$ cat src/shared/tbgp_map.svh
// register map, reset values and fixed constants of the two-bit port
`ifndef TBGP_MAP_SVH
`define TBGP_MAP_SVH

`define TBGP_AW 12
`define TBGP_OFF_VALUE 12'h000
`define TBGP_OFF_OE 12'h004
`define TBGP_OFF_OD 12'h028
`define TBGP_OFF_PU 12'h02C
`define TBGP_OFF_PD 12'h030
`define TBGP_OFF_IE 12'h038
`define TBGP_OFF_OSC 12'h040

`define TBGP_RST_BITS 2'h0
`define TBGP_RST_OSC 1'h0
`define TBGP_ALL_OFF_N 2'h3
`define TBGP_ZERO_WORD 32'h0000_0000
`define TBGP_OSC_BIT 0

`endif

$ cat src/shared/tbgp_pkg.sv
// types and address decode of the two-bit port
`default_nettype none
`include "tbgp_map.svh"

package tbgp_pkg;

  typedef logic [1:0] tbgp_bits_t;

  typedef enum {
    TBGP_R_VALUE,
    TBGP_R_OE,
    TBGP_R_OD,
    TBGP_R_PU,
    TBGP_R_PD,
    TBGP_R_IE,
    TBGP_R_OSC,
    TBGP_R_NONE
  } tbgp_reg_e;

  function automatic tbgp_reg_e tbgp_decode(
    input logic [`TBGP_AW-1:0] addr
  );
    case (addr)
      `TBGP_OFF_VALUE: tbgp_decode = TBGP_R_VALUE;
      `TBGP_OFF_OE: tbgp_decode = TBGP_R_OE;
      `TBGP_OFF_OD: tbgp_decode = TBGP_R_OD;
      `TBGP_OFF_PU: tbgp_decode = TBGP_R_PU;
      `TBGP_OFF_PD: tbgp_decode = TBGP_R_PD;
      `TBGP_OFF_IE: tbgp_decode = TBGP_R_IE;
      `TBGP_OFF_OSC: tbgp_decode = TBGP_R_OSC;
      default: tbgp_decode = TBGP_R_NONE;
    endcase
  endfunction

endpackage

`default_nettype wire

$ cat src/shared/tbgp_reg_if.sv
// register access path between the bus slave and the port core
`timescale 1ns/1ns
`default_nettype none

interface tbgp_reg_if;
  import tbgp_pkg::*;
  logic wr_stb;
  tbgp_reg_e wr_sel;
  logic [31:0] wr_data;
  tbgp_reg_e rd_sel;
  logic [31:0] rd_data;

  modport slave (
    output wr_stb,
    output wr_sel,
    output wr_data,
    output rd_sel,
    input rd_data
  );

  modport core (
    input wr_stb,
    input wr_sel,
    input wr_data,
    input rd_sel,
    output rd_data
  );
endinterface

`default_nettype wire

$ cat src/tbgp_port.sv
// two-bit general-purpose port with slow oscillator pin sharing
//
// Design decision made here: register access over APB.
`timescale 1ns/1ns
`default_nettype none

module tbgp_port
  import tbgp_pkg::*;
(
  // clock and reset
  input wire logic sys_clk_in,
  input wire logic rst_n_in,
  // apb
  input wire logic psel_in,
  input wire logic penable_in,
  input wire logic pwrite_in,
  input wire logic [`TBGP_AW-1:0] paddr_in,
  input wire logic [31:0] pwdata_in,
  output logic [31:0] prdata_out,
  output logic pready_out,
  output logic pslverr_out,
  // pins
  input wire tbgp_bits_t pin_in,
  output tbgp_bits_t pin_out,
  output tbgp_bits_t pin_oe_n_out,
  // pad controls
  output tbgp_bits_t pullup_out,
  output tbgp_bits_t pulldown_out,
  output tbgp_bits_t input_en_out,
  output logic slow_osc_en_out
);

  typedef struct packed {
    tbgp_bits_t pin_value_bits;
    tbgp_bits_t output_enable_bits;
    tbgp_bits_t drain_mode_bits;
    tbgp_bits_t pullup_bits;
    tbgp_bits_t pulldown_bits;
    tbgp_bits_t input_enable_bits;
    logic osc_en;
    tbgp_bits_t pin_drv;
    tbgp_bits_t pin_oe_n;
    tbgp_bits_t pu_pad;
    tbgp_bits_t pd_pad;
    tbgp_bits_t ie_pad;
    logic osc_pad;
  } tbgp_port_s;

  tbgp_port_s state_reg;
  tbgp_port_s state_next;
  tbgp_bits_t pin_sync;
  tbgp_bits_t read_bits;

  tbgp_reg_if reg_bus ();

  tbgp_apb_slave apb_slave (
    .sys_clk_in(sys_clk_in),
    .rst_n_in(rst_n_in),
    .psel_in(psel_in),
    .penable_in(penable_in),
    .pwrite_in(pwrite_in),
    .paddr_in(paddr_in),
    .pwdata_in(pwdata_in),
    .prdata_out(prdata_out),
    .pready_out(pready_out),
    .pslverr_out(pslverr_out),
    .reg_bus(reg_bus.slave)
  );

  tbgp_pin_sync pin_sync_u (
    .sys_clk_in(sys_clk_in),
    .rst_n_in(rst_n_in),
    .raw_in(pin_in),
    .stable_out(pin_sync)
  );

  // blocked input reads the output latch if driving, else zero
  assign read_bits = (state_reg.input_enable_bits & pin_sync)
    | (~state_reg.input_enable_bits & state_reg.output_enable_bits
       & state_reg.pin_value_bits);

  always_comb begin
    reg_bus.rd_data = `TBGP_ZERO_WORD;
    case (reg_bus.rd_sel)
      TBGP_R_VALUE: reg_bus.rd_data[1:0] = read_bits;
      TBGP_R_OE: reg_bus.rd_data[1:0] = state_reg.output_enable_bits;
      TBGP_R_OD: reg_bus.rd_data[1:0] = state_reg.drain_mode_bits;
      TBGP_R_PU: reg_bus.rd_data[1:0] = state_reg.pullup_bits;
      TBGP_R_PD: reg_bus.rd_data[1:0] = state_reg.pulldown_bits;
      TBGP_R_IE: reg_bus.rd_data[1:0] = state_reg.input_enable_bits;
      TBGP_R_OSC: reg_bus.rd_data[`TBGP_OSC_BIT] = state_reg.osc_en;
      default: reg_bus.rd_data = `TBGP_ZERO_WORD;
    endcase
  end

  always_comb begin
    state_next = state_reg;
    // only bits 1:0 are kept, upper write data is dropped
    if (reg_bus.wr_stb) begin
      case (reg_bus.wr_sel)
        TBGP_R_VALUE: state_next.pin_value_bits = reg_bus.wr_data[1:0];
        TBGP_R_OE:
          state_next.output_enable_bits = reg_bus.wr_data[1:0];
        TBGP_R_OD: state_next.drain_mode_bits = reg_bus.wr_data[1:0];
        TBGP_R_PU: state_next.pullup_bits = reg_bus.wr_data[1:0];
        TBGP_R_PD: state_next.pulldown_bits = reg_bus.wr_data[1:0];
        TBGP_R_IE:
          state_next.input_enable_bits = reg_bus.wr_data[1:0];
        // no interlock on pin level: software keeps that ordering
        TBGP_R_OSC:
          state_next.osc_en = reg_bus.wr_data[`TBGP_OSC_BIT];
        default: state_next.osc_en = state_reg.osc_en;
      endcase
    end
    // each pin drives on its own enable bit
    for (int i = 0; i < $bits(tbgp_bits_t); i++) begin
      // open drain pulls low only, a one releases the pin
      state_next.pin_drv[i] = state_reg.drain_mode_bits[i]
        ? 1'b0 : state_reg.pin_value_bits[i];
      state_next.pin_oe_n[i] = !(state_reg.output_enable_bits[i]
        && !(state_reg.drain_mode_bits[i]
             && state_reg.pin_value_bits[i]));
    end
    state_next.pu_pad = state_reg.pullup_bits;
    state_next.pd_pad = state_reg.pulldown_bits;
    state_next.ie_pad = state_reg.input_enable_bits;
    state_next.osc_pad = state_reg.osc_en;
    // oscillator owns the pins: all port drive and pads are cut
    if (state_reg.osc_en) begin
      state_next.pin_oe_n = `TBGP_ALL_OFF_N;
      state_next.pu_pad = `TBGP_RST_BITS;
      state_next.pd_pad = `TBGP_RST_BITS;
      state_next.ie_pad = `TBGP_RST_BITS;
    end
  end

  always_ff @(posedge sys_clk_in) begin
    if (!rst_n_in) begin
      state_reg <= '0;
      state_reg.pin_oe_n <= `TBGP_ALL_OFF_N;
      state_reg.osc_en <= `TBGP_RST_OSC;
    end else begin
      state_reg <= state_next;
    end
  end

  assign pin_out = state_reg.pin_drv;
  assign pin_oe_n_out = state_reg.pin_oe_n;
  assign pullup_out = state_reg.pu_pad;
  assign pulldown_out = state_reg.pd_pad;
  assign input_en_out = state_reg.ie_pad;
  assign slow_osc_en_out = state_reg.osc_pad;
endmodule

`default_nettype wire

$ cat src/tbgp_pin_sync.sv
// three-stage synchroniser for the two pin inputs
`timescale 1ns/1ns
`default_nettype none

module tbgp_pin_sync
  import tbgp_pkg::*;
(
  // clock and reset
  input wire logic sys_clk_in,
  input wire logic rst_n_in,
  // pins and result
  input wire tbgp_bits_t raw_in,
  output tbgp_bits_t stable_out
);

  typedef struct packed {
    tbgp_bits_t s1;
    tbgp_bits_t s2;
    tbgp_bits_t s3;
    tbgp_bits_t stable;
  } tbgp_sync_s;

  tbgp_sync_s sync_reg;
  tbgp_sync_s sync_next;

  // a level counts only once stages two and three agree
  always_comb begin
    sync_next = sync_reg;
    sync_next.s1 = raw_in;
    sync_next.s2 = sync_reg.s1;
    sync_next.s3 = sync_reg.s2;
    for (int i = 0; i < $bits(tbgp_bits_t); i++) begin
      if (sync_reg.s2[i] == sync_reg.s3[i]) begin
        sync_next.stable[i] = sync_reg.s3[i];
      end
    end
  end

  always_ff @(posedge sys_clk_in) begin
    if (!rst_n_in) begin
      sync_reg <= '0;
    end else begin
      sync_reg <= sync_next;
    end
  end

  assign stable_out = sync_reg.stable;

endmodule

`default_nettype wire

$ cat src/tbgp_apb_slave.sv
// apb slave front end, zero wait states
`timescale 1ns/1ns
`default_nettype none

module tbgp_apb_slave
  import tbgp_pkg::*;
(
  // clock and reset
  input wire logic sys_clk_in,
  input wire logic rst_n_in,
  // apb
  input wire logic psel_in,
  input wire logic penable_in,
  input wire logic pwrite_in,
  input wire logic [`TBGP_AW-1:0] paddr_in,
  input wire logic [31:0] pwdata_in,
  output logic [31:0] prdata_out,
  output logic pready_out,
  output logic pslverr_out,
  // register path
  tbgp_reg_if.slave reg_bus
);

  typedef struct packed {
    logic ready;
    logic slverr;
    logic [31:0] rdata;
  } tbgp_apb_s;

  tbgp_apb_s apb_reg;
  tbgp_apb_s apb_next;
  tbgp_reg_e sel;

  assign sel = tbgp_decode(paddr_in);
  assign reg_bus.rd_sel = sel;
  assign reg_bus.wr_sel = sel;
  assign reg_bus.wr_data = pwdata_in;
  // write lands only at the completing access edge
  assign reg_bus.wr_stb = psel_in & penable_in & apb_reg.ready
    & pwrite_in & (sel != TBGP_R_NONE);

  // read data is caught in setup so prdata comes from a flop
  always_comb begin
    apb_next = apb_reg;
    apb_next.ready = 1'b0;
    if (psel_in && !penable_in) begin
      apb_next.ready = 1'b1;
      apb_next.slverr = (sel == TBGP_R_NONE);
      apb_next.rdata = `TBGP_ZERO_WORD;
      if (!pwrite_in && sel != TBGP_R_NONE) begin
        apb_next.rdata = reg_bus.rd_data;
      end
    end
  end

  always_ff @(posedge sys_clk_in) begin
    if (!rst_n_in) begin
      apb_reg <= '0;
    end else begin
      apb_reg <= apb_next;
    end
  end

  assign prdata_out = apb_reg.rdata;
  assign pready_out = apb_reg.ready;
  assign pslverr_out = apb_reg.slverr;

endmodule

`default_nettype wire

$ cat config.mk
export PLATFORM = sky130hd
export DESIGN_NAME = tbgp_port
export DESIGN_NICKNAME = d
export VERILOG_FILES = /design/src/shared/tbgp_pkg.sv /design/src/shared/tbgp_reg_if.sv /design/src/tbgp_port.sv /design/src/tbgp_pin_sync.sv /design/src/tbgp_apb_slave.sv
export VERILOG_INCLUDE_DIRS = /design/src /design/src/shared
export SDC_FILE = /design/constraint.sdc
export NUM_CORES = 1
export LEC_CHECK = 0
export ABC_AREA = 1
export BUFFER_PORTS_ARGS = -buffer_cell sky130_fd_sc_hd__buf_2
export CELL_PAD_IN_SITES_DETAIL_PLACEMENT = 0
export CELL_PAD_IN_SITES_GLOBAL_PLACEMENT = 2
export CORE_ASPECT_RATIO = 1.5
export CORE_MARGIN = 3
export CORE_UTILIZATION = 22
export CTS_CLUSTER_SIZE = 30
export DETAILED_ROUTE_END_ITERATION = 8
export GPL_ROUTABILITY_DRIVEN = 0
export GPL_TIMING_DRIVEN = 0
export PLACE_DENSITY = 0.87
export SKIP_LAST_GASP = 1
export SLEW_MARGIN = 0
export SYNTH_ARGS = -nofsm -noshare
export SYNTH_HDL_FRONTEND = slang
export SYNTH_SLANG_ARGS = --single-unit
$ cat constraint.sdc
create_clock -name sys_clk_in -period 1.2 [get_ports sys_clk_in]
set_clock_uncertainty 0.05 [all_clocks]
set_input_delay 0.24 -clock sys_clk_in [delete_from_list [all_inputs] [get_ports sys_clk_in]]
set_output_delay 0.24 -clock sys_clk_in [all_outputs]
set_load 0.03 [all_outputs]
==> results of run 1 <==
## cell usage in the layout (no fill, tap or decap), types with 4 or more instances in the layout
| cell type | instances |
|---|---|
| a21oi_1 | 6 |
| buf_2 | 27 |
| buf_4 | 59 |
| buf_6 | 10 |
| clkbuf_16 | 5 |
| conb_1 | 30 |
| dfxtp_1 | 33 |
| inv_1 | 31 |
| inv_2 | 9 |
| nand2_1 | 40 |
| nand2_2 | 14 |
| nand2_4 | 6 |
| nand3_1 | 10 |
| nand3_2 | 5 |
| nand3_4 | 5 |
| nor2_1 | 36 |
| nor2_2 | 5 |
| nor2_4 | 11 |
| o21ai_0 | 4 |
## cell type report
class	instances	area share, %
clock inverters	1	0.286
repair buffers	57	13.8
multi-input cells	192	37.6
clock buffers	7	4.33
plain buffers	42	10.3
inverters	43	5.51
flip-flops and latches	36	23.7
well taps	110	4.49
## metrics by stage
stage          total power [mW]  std cells
2_1_floorplan              1.52        313
3_3_place_gp               1.59        458
3_5_place_dp               1.60        458
4_1_cts                    2.90        484
5_1_grt                    3.00        488
6_report                   2.88        488
## worst min-delay path: stages
cell,delay (ps)
buf_2,70
nand2_1,40
inv_1,40
## logic make-up (layout without fill, tap and decap cells)
kind of cell,Yosys count,after routing,synth area share (%)
AO/OA/AOI/OAI,16,16,4.16
AND/OR/NAND/NOR,146,146,37.2
flip-flops,36,36,35.2
other,1,30,0.183
buffers and inverters,85,150,23.3
## worst max-delay path by stage
stage	slack, ps	endpoint	cells past startpoint
2_1_floorplan	-70	state_reg[22]$_SDFFE_PN0P_	10
3_3_place_gp	-430	state_reg[23]$_SDFFE_PN0P_	11
3_5_place_dp	-430	state_reg[23]$_SDFFE_PN0P_	11
4_1_cts	-10	state_reg[23]$_SDFFE_PN0P_	12
5_1_grt	-140	state_reg[15]$_SDFFE_PN0P_	12
6_report	-40	state_reg[14]$_SDFFE_PN0P_	12
## per-layer routing
metal	vias up	GRT usage, %	part of all wire (%)
li1	981	-	-
met1	819	9.40	35
met2	57	19.6	56
met3	9	2.32	6.3
met4	0	3.96	2.6
met5	-	0	0
## timing repair
item / in CTS / in global routing
setup endpoints to repair: 15 / 17
hold buffers: 0 / 0
endpoints found under the hold margin: 0 / 0
gates cloned: 0 / 0
resized for setup: 40 / 34
pin swaps: 34 / 34
buffers inserted: 18 / 4
## synthesized netlist by cell type (3+ instances only)
cell type   n
nand2_2     4
nor2_1     44
nor3_1      3
o21ai_0     6
nand3_2     6
nor2_2      3
nand2_1    55
dfxtp_1    36
nand4_1     3
inv_2       3
buf_4      42
nor2_4      5
a21oi_1     7
nand3_1    14
inv_1      40
## power groups by stage
| stage | sequential, mW | clock [mW] | combinational [mW] |
|---|---|---|---|
| 6_report | 1.21 | 1.25 | 0.428 |
| 3_3_place_gp | 1.24 | 0 | 0.357 |
| 2_1_floorplan | 1.24 | 0 | 0.276 |
| 3_5_place_dp | 1.24 | 0 | 0.360 |
| 5_1_grt | 1.21 | 1.33 | 0.461 |
| 4_1_cts | 1.21 | 1.28 | 0.411 |
==> results.md, run 1 <==
- Arrival time worst endpoint: 1360 ps
- Vias/cell: 3.82
- Pwr/cell area: between 900 and 1000 mW/mm^2
- RSZ-0062 raised after global routing: yes
- Largest net degree at the start of global routing: 12
- Die ar.: 0.0105 mm^2
- CP top delay family: simple AND/OR/NAND/NOR gates
- Register Area: 727 um^2
- Flop2flop setup slack: approximately 10 ps
- Placed cell area: 0.00248 mm^2
- Final hold slack: about 94 ps
- WP data required: 1320 ps
- Hold path startpoint: pin_in[1]
- CTS Buffer Depth: 2
- DRC viols: 0
- Total leakage power: 1.66 nW
- Sequential Power Share: about two fifths
- TNS Setup: -256 ps
- CTS Buf Count: 5
- Mean post-synth cell area: between 7 and 8 um^2
- Clock Sinks: 36
- Dpl hpwl: approximately 3700 um
- Number of port buffers: 35
- Min Tclk post-route: 1240 ps
- Sw frac: 26.0%
- Die width: 84.8 um
- DR pass1 iterations: 4
- Synth Register Bits: 36
- Max reg flops: 12
- Ant. Diodes: 0
- Post-route ant nets: 0
- Clk root buf: clkbuf_16
- Number of DRC markers in iteration 0: 97
- Share of cells above drive strength 1: a little under half
- Synth Flop Type: dfxtp_1
- Worst setup margin: -41.1 ps
- CTS tree: done
- Fmax: 0.806 GHz
- Via count: 1866
- Final Util: 34.3%
- Final Cycle Share: 103%
- Clock power frac: a little over two fifths
- Vias in the first global route: 1789
- Crit path max-delay cell type: nor2_4
- R2R depth: 11
- Async S/R FF share, synth: 0%
- Clock H-tree levels: 2
- Final Setup Violations: 12
- Cell taking the most area after synthesis: dfxtp_1
- Placement Rows: 42
- Peak supply drop: 486 uV
- Gr usage total: between 9 and 10%
- Area contributors post-synth: dfxtp_1 (35%), buf_4 (15%), nand2_1 (10%)
- Final hold viol count: 0
- Grt ovf: 0
- # fillers: 947
- Reg2reg end: apb_slave.prdata_out[0]$_SDFFE_PN0P_
- Post-synth EDFFs: 0
- CP max stage delay: 180 ps
- Total core area: 0.00893 mm^2
- CP Max Fanout: 8
- P_sw: approximately 0.75 mW
- Initial Utilization: 22.9%
- Area Overhead vs Synth: 49.8%
- Max-slew violation count: 0
- Worst path cell trace: buf_2 > nor2_4 > nand2_4 > inv_4 > nand3_4 > nand2_4 > nor2_4 > nand2_8 > nand3b_4 > nand2_1 > nand2_1 > nor2_1
- Clock slew at reported path FFs: 50 ps
- Initial antenna violation count: 0
- Hold depth: 3
- Syn Inst Count: about 280
- Bufs and invs on worst path: 2
- Outcome: finished with violations
- Yosys cell types: 25
- Pre-CTS setup slack: -429 ps
- Cell area after synthesis: 0.00205 mm^2
- First-pass GRT wire length: 8040 um
- # IOs: 96
- Logic pwr share: 14.8%
- Worst min path class: in2reg
- Register area share after synthesis: 35.2%
- Failing checks: setup timing
- Max_cap viols: 0
- RR Startpoint: state_reg[12]$_SDFFE_PN0P_
- Worst setup path class: in2reg
- Worst Hold Path EP: pin_sync_u.sync_next[5]$_SDFF_PN0_
- Post-Route WL: slightly above 5000 um
- Crit path launch: paddr_in[9]
- Finished Cell Area: 0.00307 mm^2
- Yosys top cell area share: 35.2%
- Multi-input gate area: 0.00115 mm^2
- Startpoint Class: primary input
- Internal Pwr Total: 2.14 mW
- Yosys Warn Count: 0
- Clock insertion delay at the later pin of the skew report: 270 ps
- Drt wl/cell: between 10 and 15 um
- Die H: between 100 and 150 um
- # nets final: 428
- Crit path capture type: register
No activity file was read; power rests on OpenSTA's default activity.
==> run 2: changes to the inputs <==
CORE_MARGIN = 2   (was 3)
RECOVER_POWER = 100   (was default)
==> run 2 against run 1 <==
Against the previous run: the flow still finishes with violations (setup timing); maximum frequency is 1.6% higher; combinational power decreased by 4%; wire length shrank 7.5%; via count is 1.8% lower; final cell count down 1.2%; power shrank 1.7%; sequential share of layout area up 1.3 points.
==> results.md, run 2 (synthesis gave the netlist of run 1 again) <==
- Outcome: finished with violations (unchanged)
- Failing checks: setup timing (unchanged)
- Worst setup path class: in2reg (unchanged)
- Cts hold-fix bufs: 0 (unchanged)
- Initial Utilization: 22.4% (was 22.9%)
- Fmax: 0.819 GHz (was 0.806 GHz)
- Placement Rows: 43 (was 42)
- Max-slew violation count: 0 (unchanged)
- Clk root buf: clkbuf_16 (unchanged)
- Max reg flops: 12 (unchanged)
- Area Overhead vs Synth: 41.9% (was 49.8%)
- DR pass1 iterations: 4 (unchanged)
- Worst Hold Path EP: pin_sync_u.sync_next[4]$_SDFF_PN0_ (was pin_sync_u.sync_next[5]$_SDFF_PN0_)
- Die width: 82.8 um (was 84.8 um)
- Ant. Diodes: 0 (unchanged)
- Clock Sinks: 36 (unchanged)
- First-pass GRT wire length: 7490 um (was 8040 um)
- GR Util met3: 1.63% (was 2.32%)
- Initial antenna violation count: 0 (unchanged)
- Clock insertion delay at the later pin of the skew report: 270 ps (about the same)
- Fin cells: 482 (was 488)
- Worst min path class: in2reg (unchanged)
- Total core area: 0.00915 mm^2 (was 0.00893 mm^2)
- CTS Buf Count: 5 (unchanged)
- Post-route ant nets: 0 (unchanged)
- Min Tclk post-route: 1220 ps (was 1240 ps)
- Number of DRC markers in iteration 0: 65 (was 97)
- WP data required: 1320 ps (about the same)
- Max_cap viols: 0 (unchanged)
- Final Setup Violations: 6 (was 12)
- Startpoint Class: primary input (unchanged)
- CTS Buffer Depth: 2 (unchanged)
- Via count: 1832 (was 1866)
- Arrival time worst endpoint: 1340 ps (was 1360 ps)
- Total Power: 2.84 mW (was 2.88 mW)
- Die ar.: 0.0101 mm^2 (was 0.0105 mm^2)
- Number of port buffers: 35 (unchanged)
- Placed cell area: 0.00249 mm^2 (was 0.00248 mm^2)
- Share of cells above drive strength 1: 40.8% (was 46.3%)
- Total leakage power: 1.58 nW (was 1.66 nW)
- Clock H-tree levels: 2 (unchanged)
- DRC viols: 0 (unchanged)
- Die H: 122 um (was 124 um)
- Dpl hpwl: 3660 um (was 3730 um)
- # nets final: 420 (was 428)
- Vias in the first global route: 1714 (was 1789)
- Finished Cell Area: 0.00291 mm^2 (was 0.00307 mm^2)
- Final Cycle Share: 102% (was 103%)
- Largest net degree at the start of global routing: 12 (unchanged)
- Drt wl/cell: 9.73 um (was 10.4 um)
- CP Max Fanout: 8 (unchanged)
- Pre-CTS setup slack: -413 ps (was -429 ps)
- Most frequent cells in the layout: buf_4 (55), nand2_1 (48), nor2_1 (36) (was buf_4 (59), nand2_1 (40), nor2_1 (36))
- Vias/cell: 3.80 (was 3.82)
- Clock slew at reported path FFs: 50 ps (about the same)
- Met1 Use GR: 10.2% (was 9.40%)
- Post-Route WL: 4690 um (was 5070 um)
- Grt ovf: 0 (unchanged)
- Gr usage total: 9.86% (was 9.77%)
- RR Startpoint: state_reg[12]$_SDFFE_PN0P_ (unchanged)
- Placed cells: 460 (was 458)
- # fillers: 989 (was 947)
- Flop2flop setup slack: -10 ps (was 10 ps)
- TNS Setup: -78.4 ps (was -256 ps)
- Pwr/cell area: 976 mW/mm^2 (was 941 mW/mm^2)
- Worst setup margin: -21.2 ps (was -41.1 ps)
- Peak supply drop: 473 uV (was 486 uV)
- Hold path startpoint: pin_in[0] (was pin_in[1])
- Commonest non-fill, non-tap cell in the layout: buf_4 (unchanged)
- Reg2reg end: apb_slave.prdata_out[0]$_SDFFE_PN0P_ (unchanged)
- RSZ-0062 raised after global routing: yes (unchanged)
- Final hold viol count: 0 (unchanged)
- # IOs: 96 (unchanged)
- Crit path capture type: register (unchanged)
- R2R depth: 11 (unchanged)
- Gr busiest metal: met2 (unchanged)
- Hold depth: 3 (unchanged)
- Met2 Usage GRT: 17.2% (was 19.6%)
- CTS tree: done (unchanged)
-- run 2: cell types whose count changed in the layout (fill, tap and decap cells not counted), sizes merged --
cell / before / now
buf: 98 / 79
clkbuf: 8 / 19
clkinv: 1 / 2
inv: 43 / 42
-- run 2: worst max-delay path: stages --
cell and delay, ps:
buf_2 130, inv_1 80, nand2_1 110, nor2_2 60
nand2_2 80, nand2_2 70, nor2_4 170, nand2_8 130
nand3_4 130, nand2_1 60, nand2_1 50, nor2_1 30
-- run 2: power breakdown --
group	total (mW)	internal [mW]	switching (mW)
clock network	1.21	0.766	0.445
registers	1.21	1.21	0.00466
logic	0.412	0.142	0.270
-- run 2: worst max-delay path by stage --
stage / start / end
floorplan: paddr_in[10] / state_reg[22]$_SDFFE_PN0P_
global placement: paddr_in[0] / state_reg[23]$_SDFFE_PN0P_
detailed placement: paddr_in[1] / state_reg[18]$_SDFFE_PN0P_
CTS: state_reg[12]$_SDFFE_PN0P_ / apb_slave.prdata_out[0]$_SDFFE_PN0P_
global route: paddr_in[5] / state_reg[23]$_SDFFE_PN0P_
finish: paddr_in[3] / state_reg[22]$_SDFFE_PN0P_
-- run 2: metrics by stage --
step	hold WS [ps]	util (%)
after floorplan	288	-
after global placement	344	27.2
after detailed placement	349	27.2
after CTS	95.9	30.8
after global routing	123	31.8
final	97.7	31.8
-- run 2: area by class of cell --
class | count | area [um^2] | area share [%]
Tap cell | 112 | 140 | 4.82
Buffer | 42 | 315 | 10.9
Inverter | 43 | 164 | 5.64
Clock buffer | 7 | 133 | 4.57
Clock inverter | 1 | 5.00 | 0.172
Multi-Input combinational cell | 192 | 1110 | 38.1
Timing Repair Buffer | 49 | 314 | 10.8
Sequential cell | 36 | 727 | 25.0
-- run 2: per-layer routing --
metal | vias to the layer above | share of wire (%)
li1 | 967 | -
met1 | 785 | 36
met2 | 63 | 52
met3 | 17 | 5.8
met4 | 0 | 6.2
met5 | - | 0
-- run 2: timing repair --
item	CTS	global route
gates cloned	0	0
setup endpoints to repair	15	16
buffers inserted	11	3
pin swaps	25	14
gates resized for setup	28	18
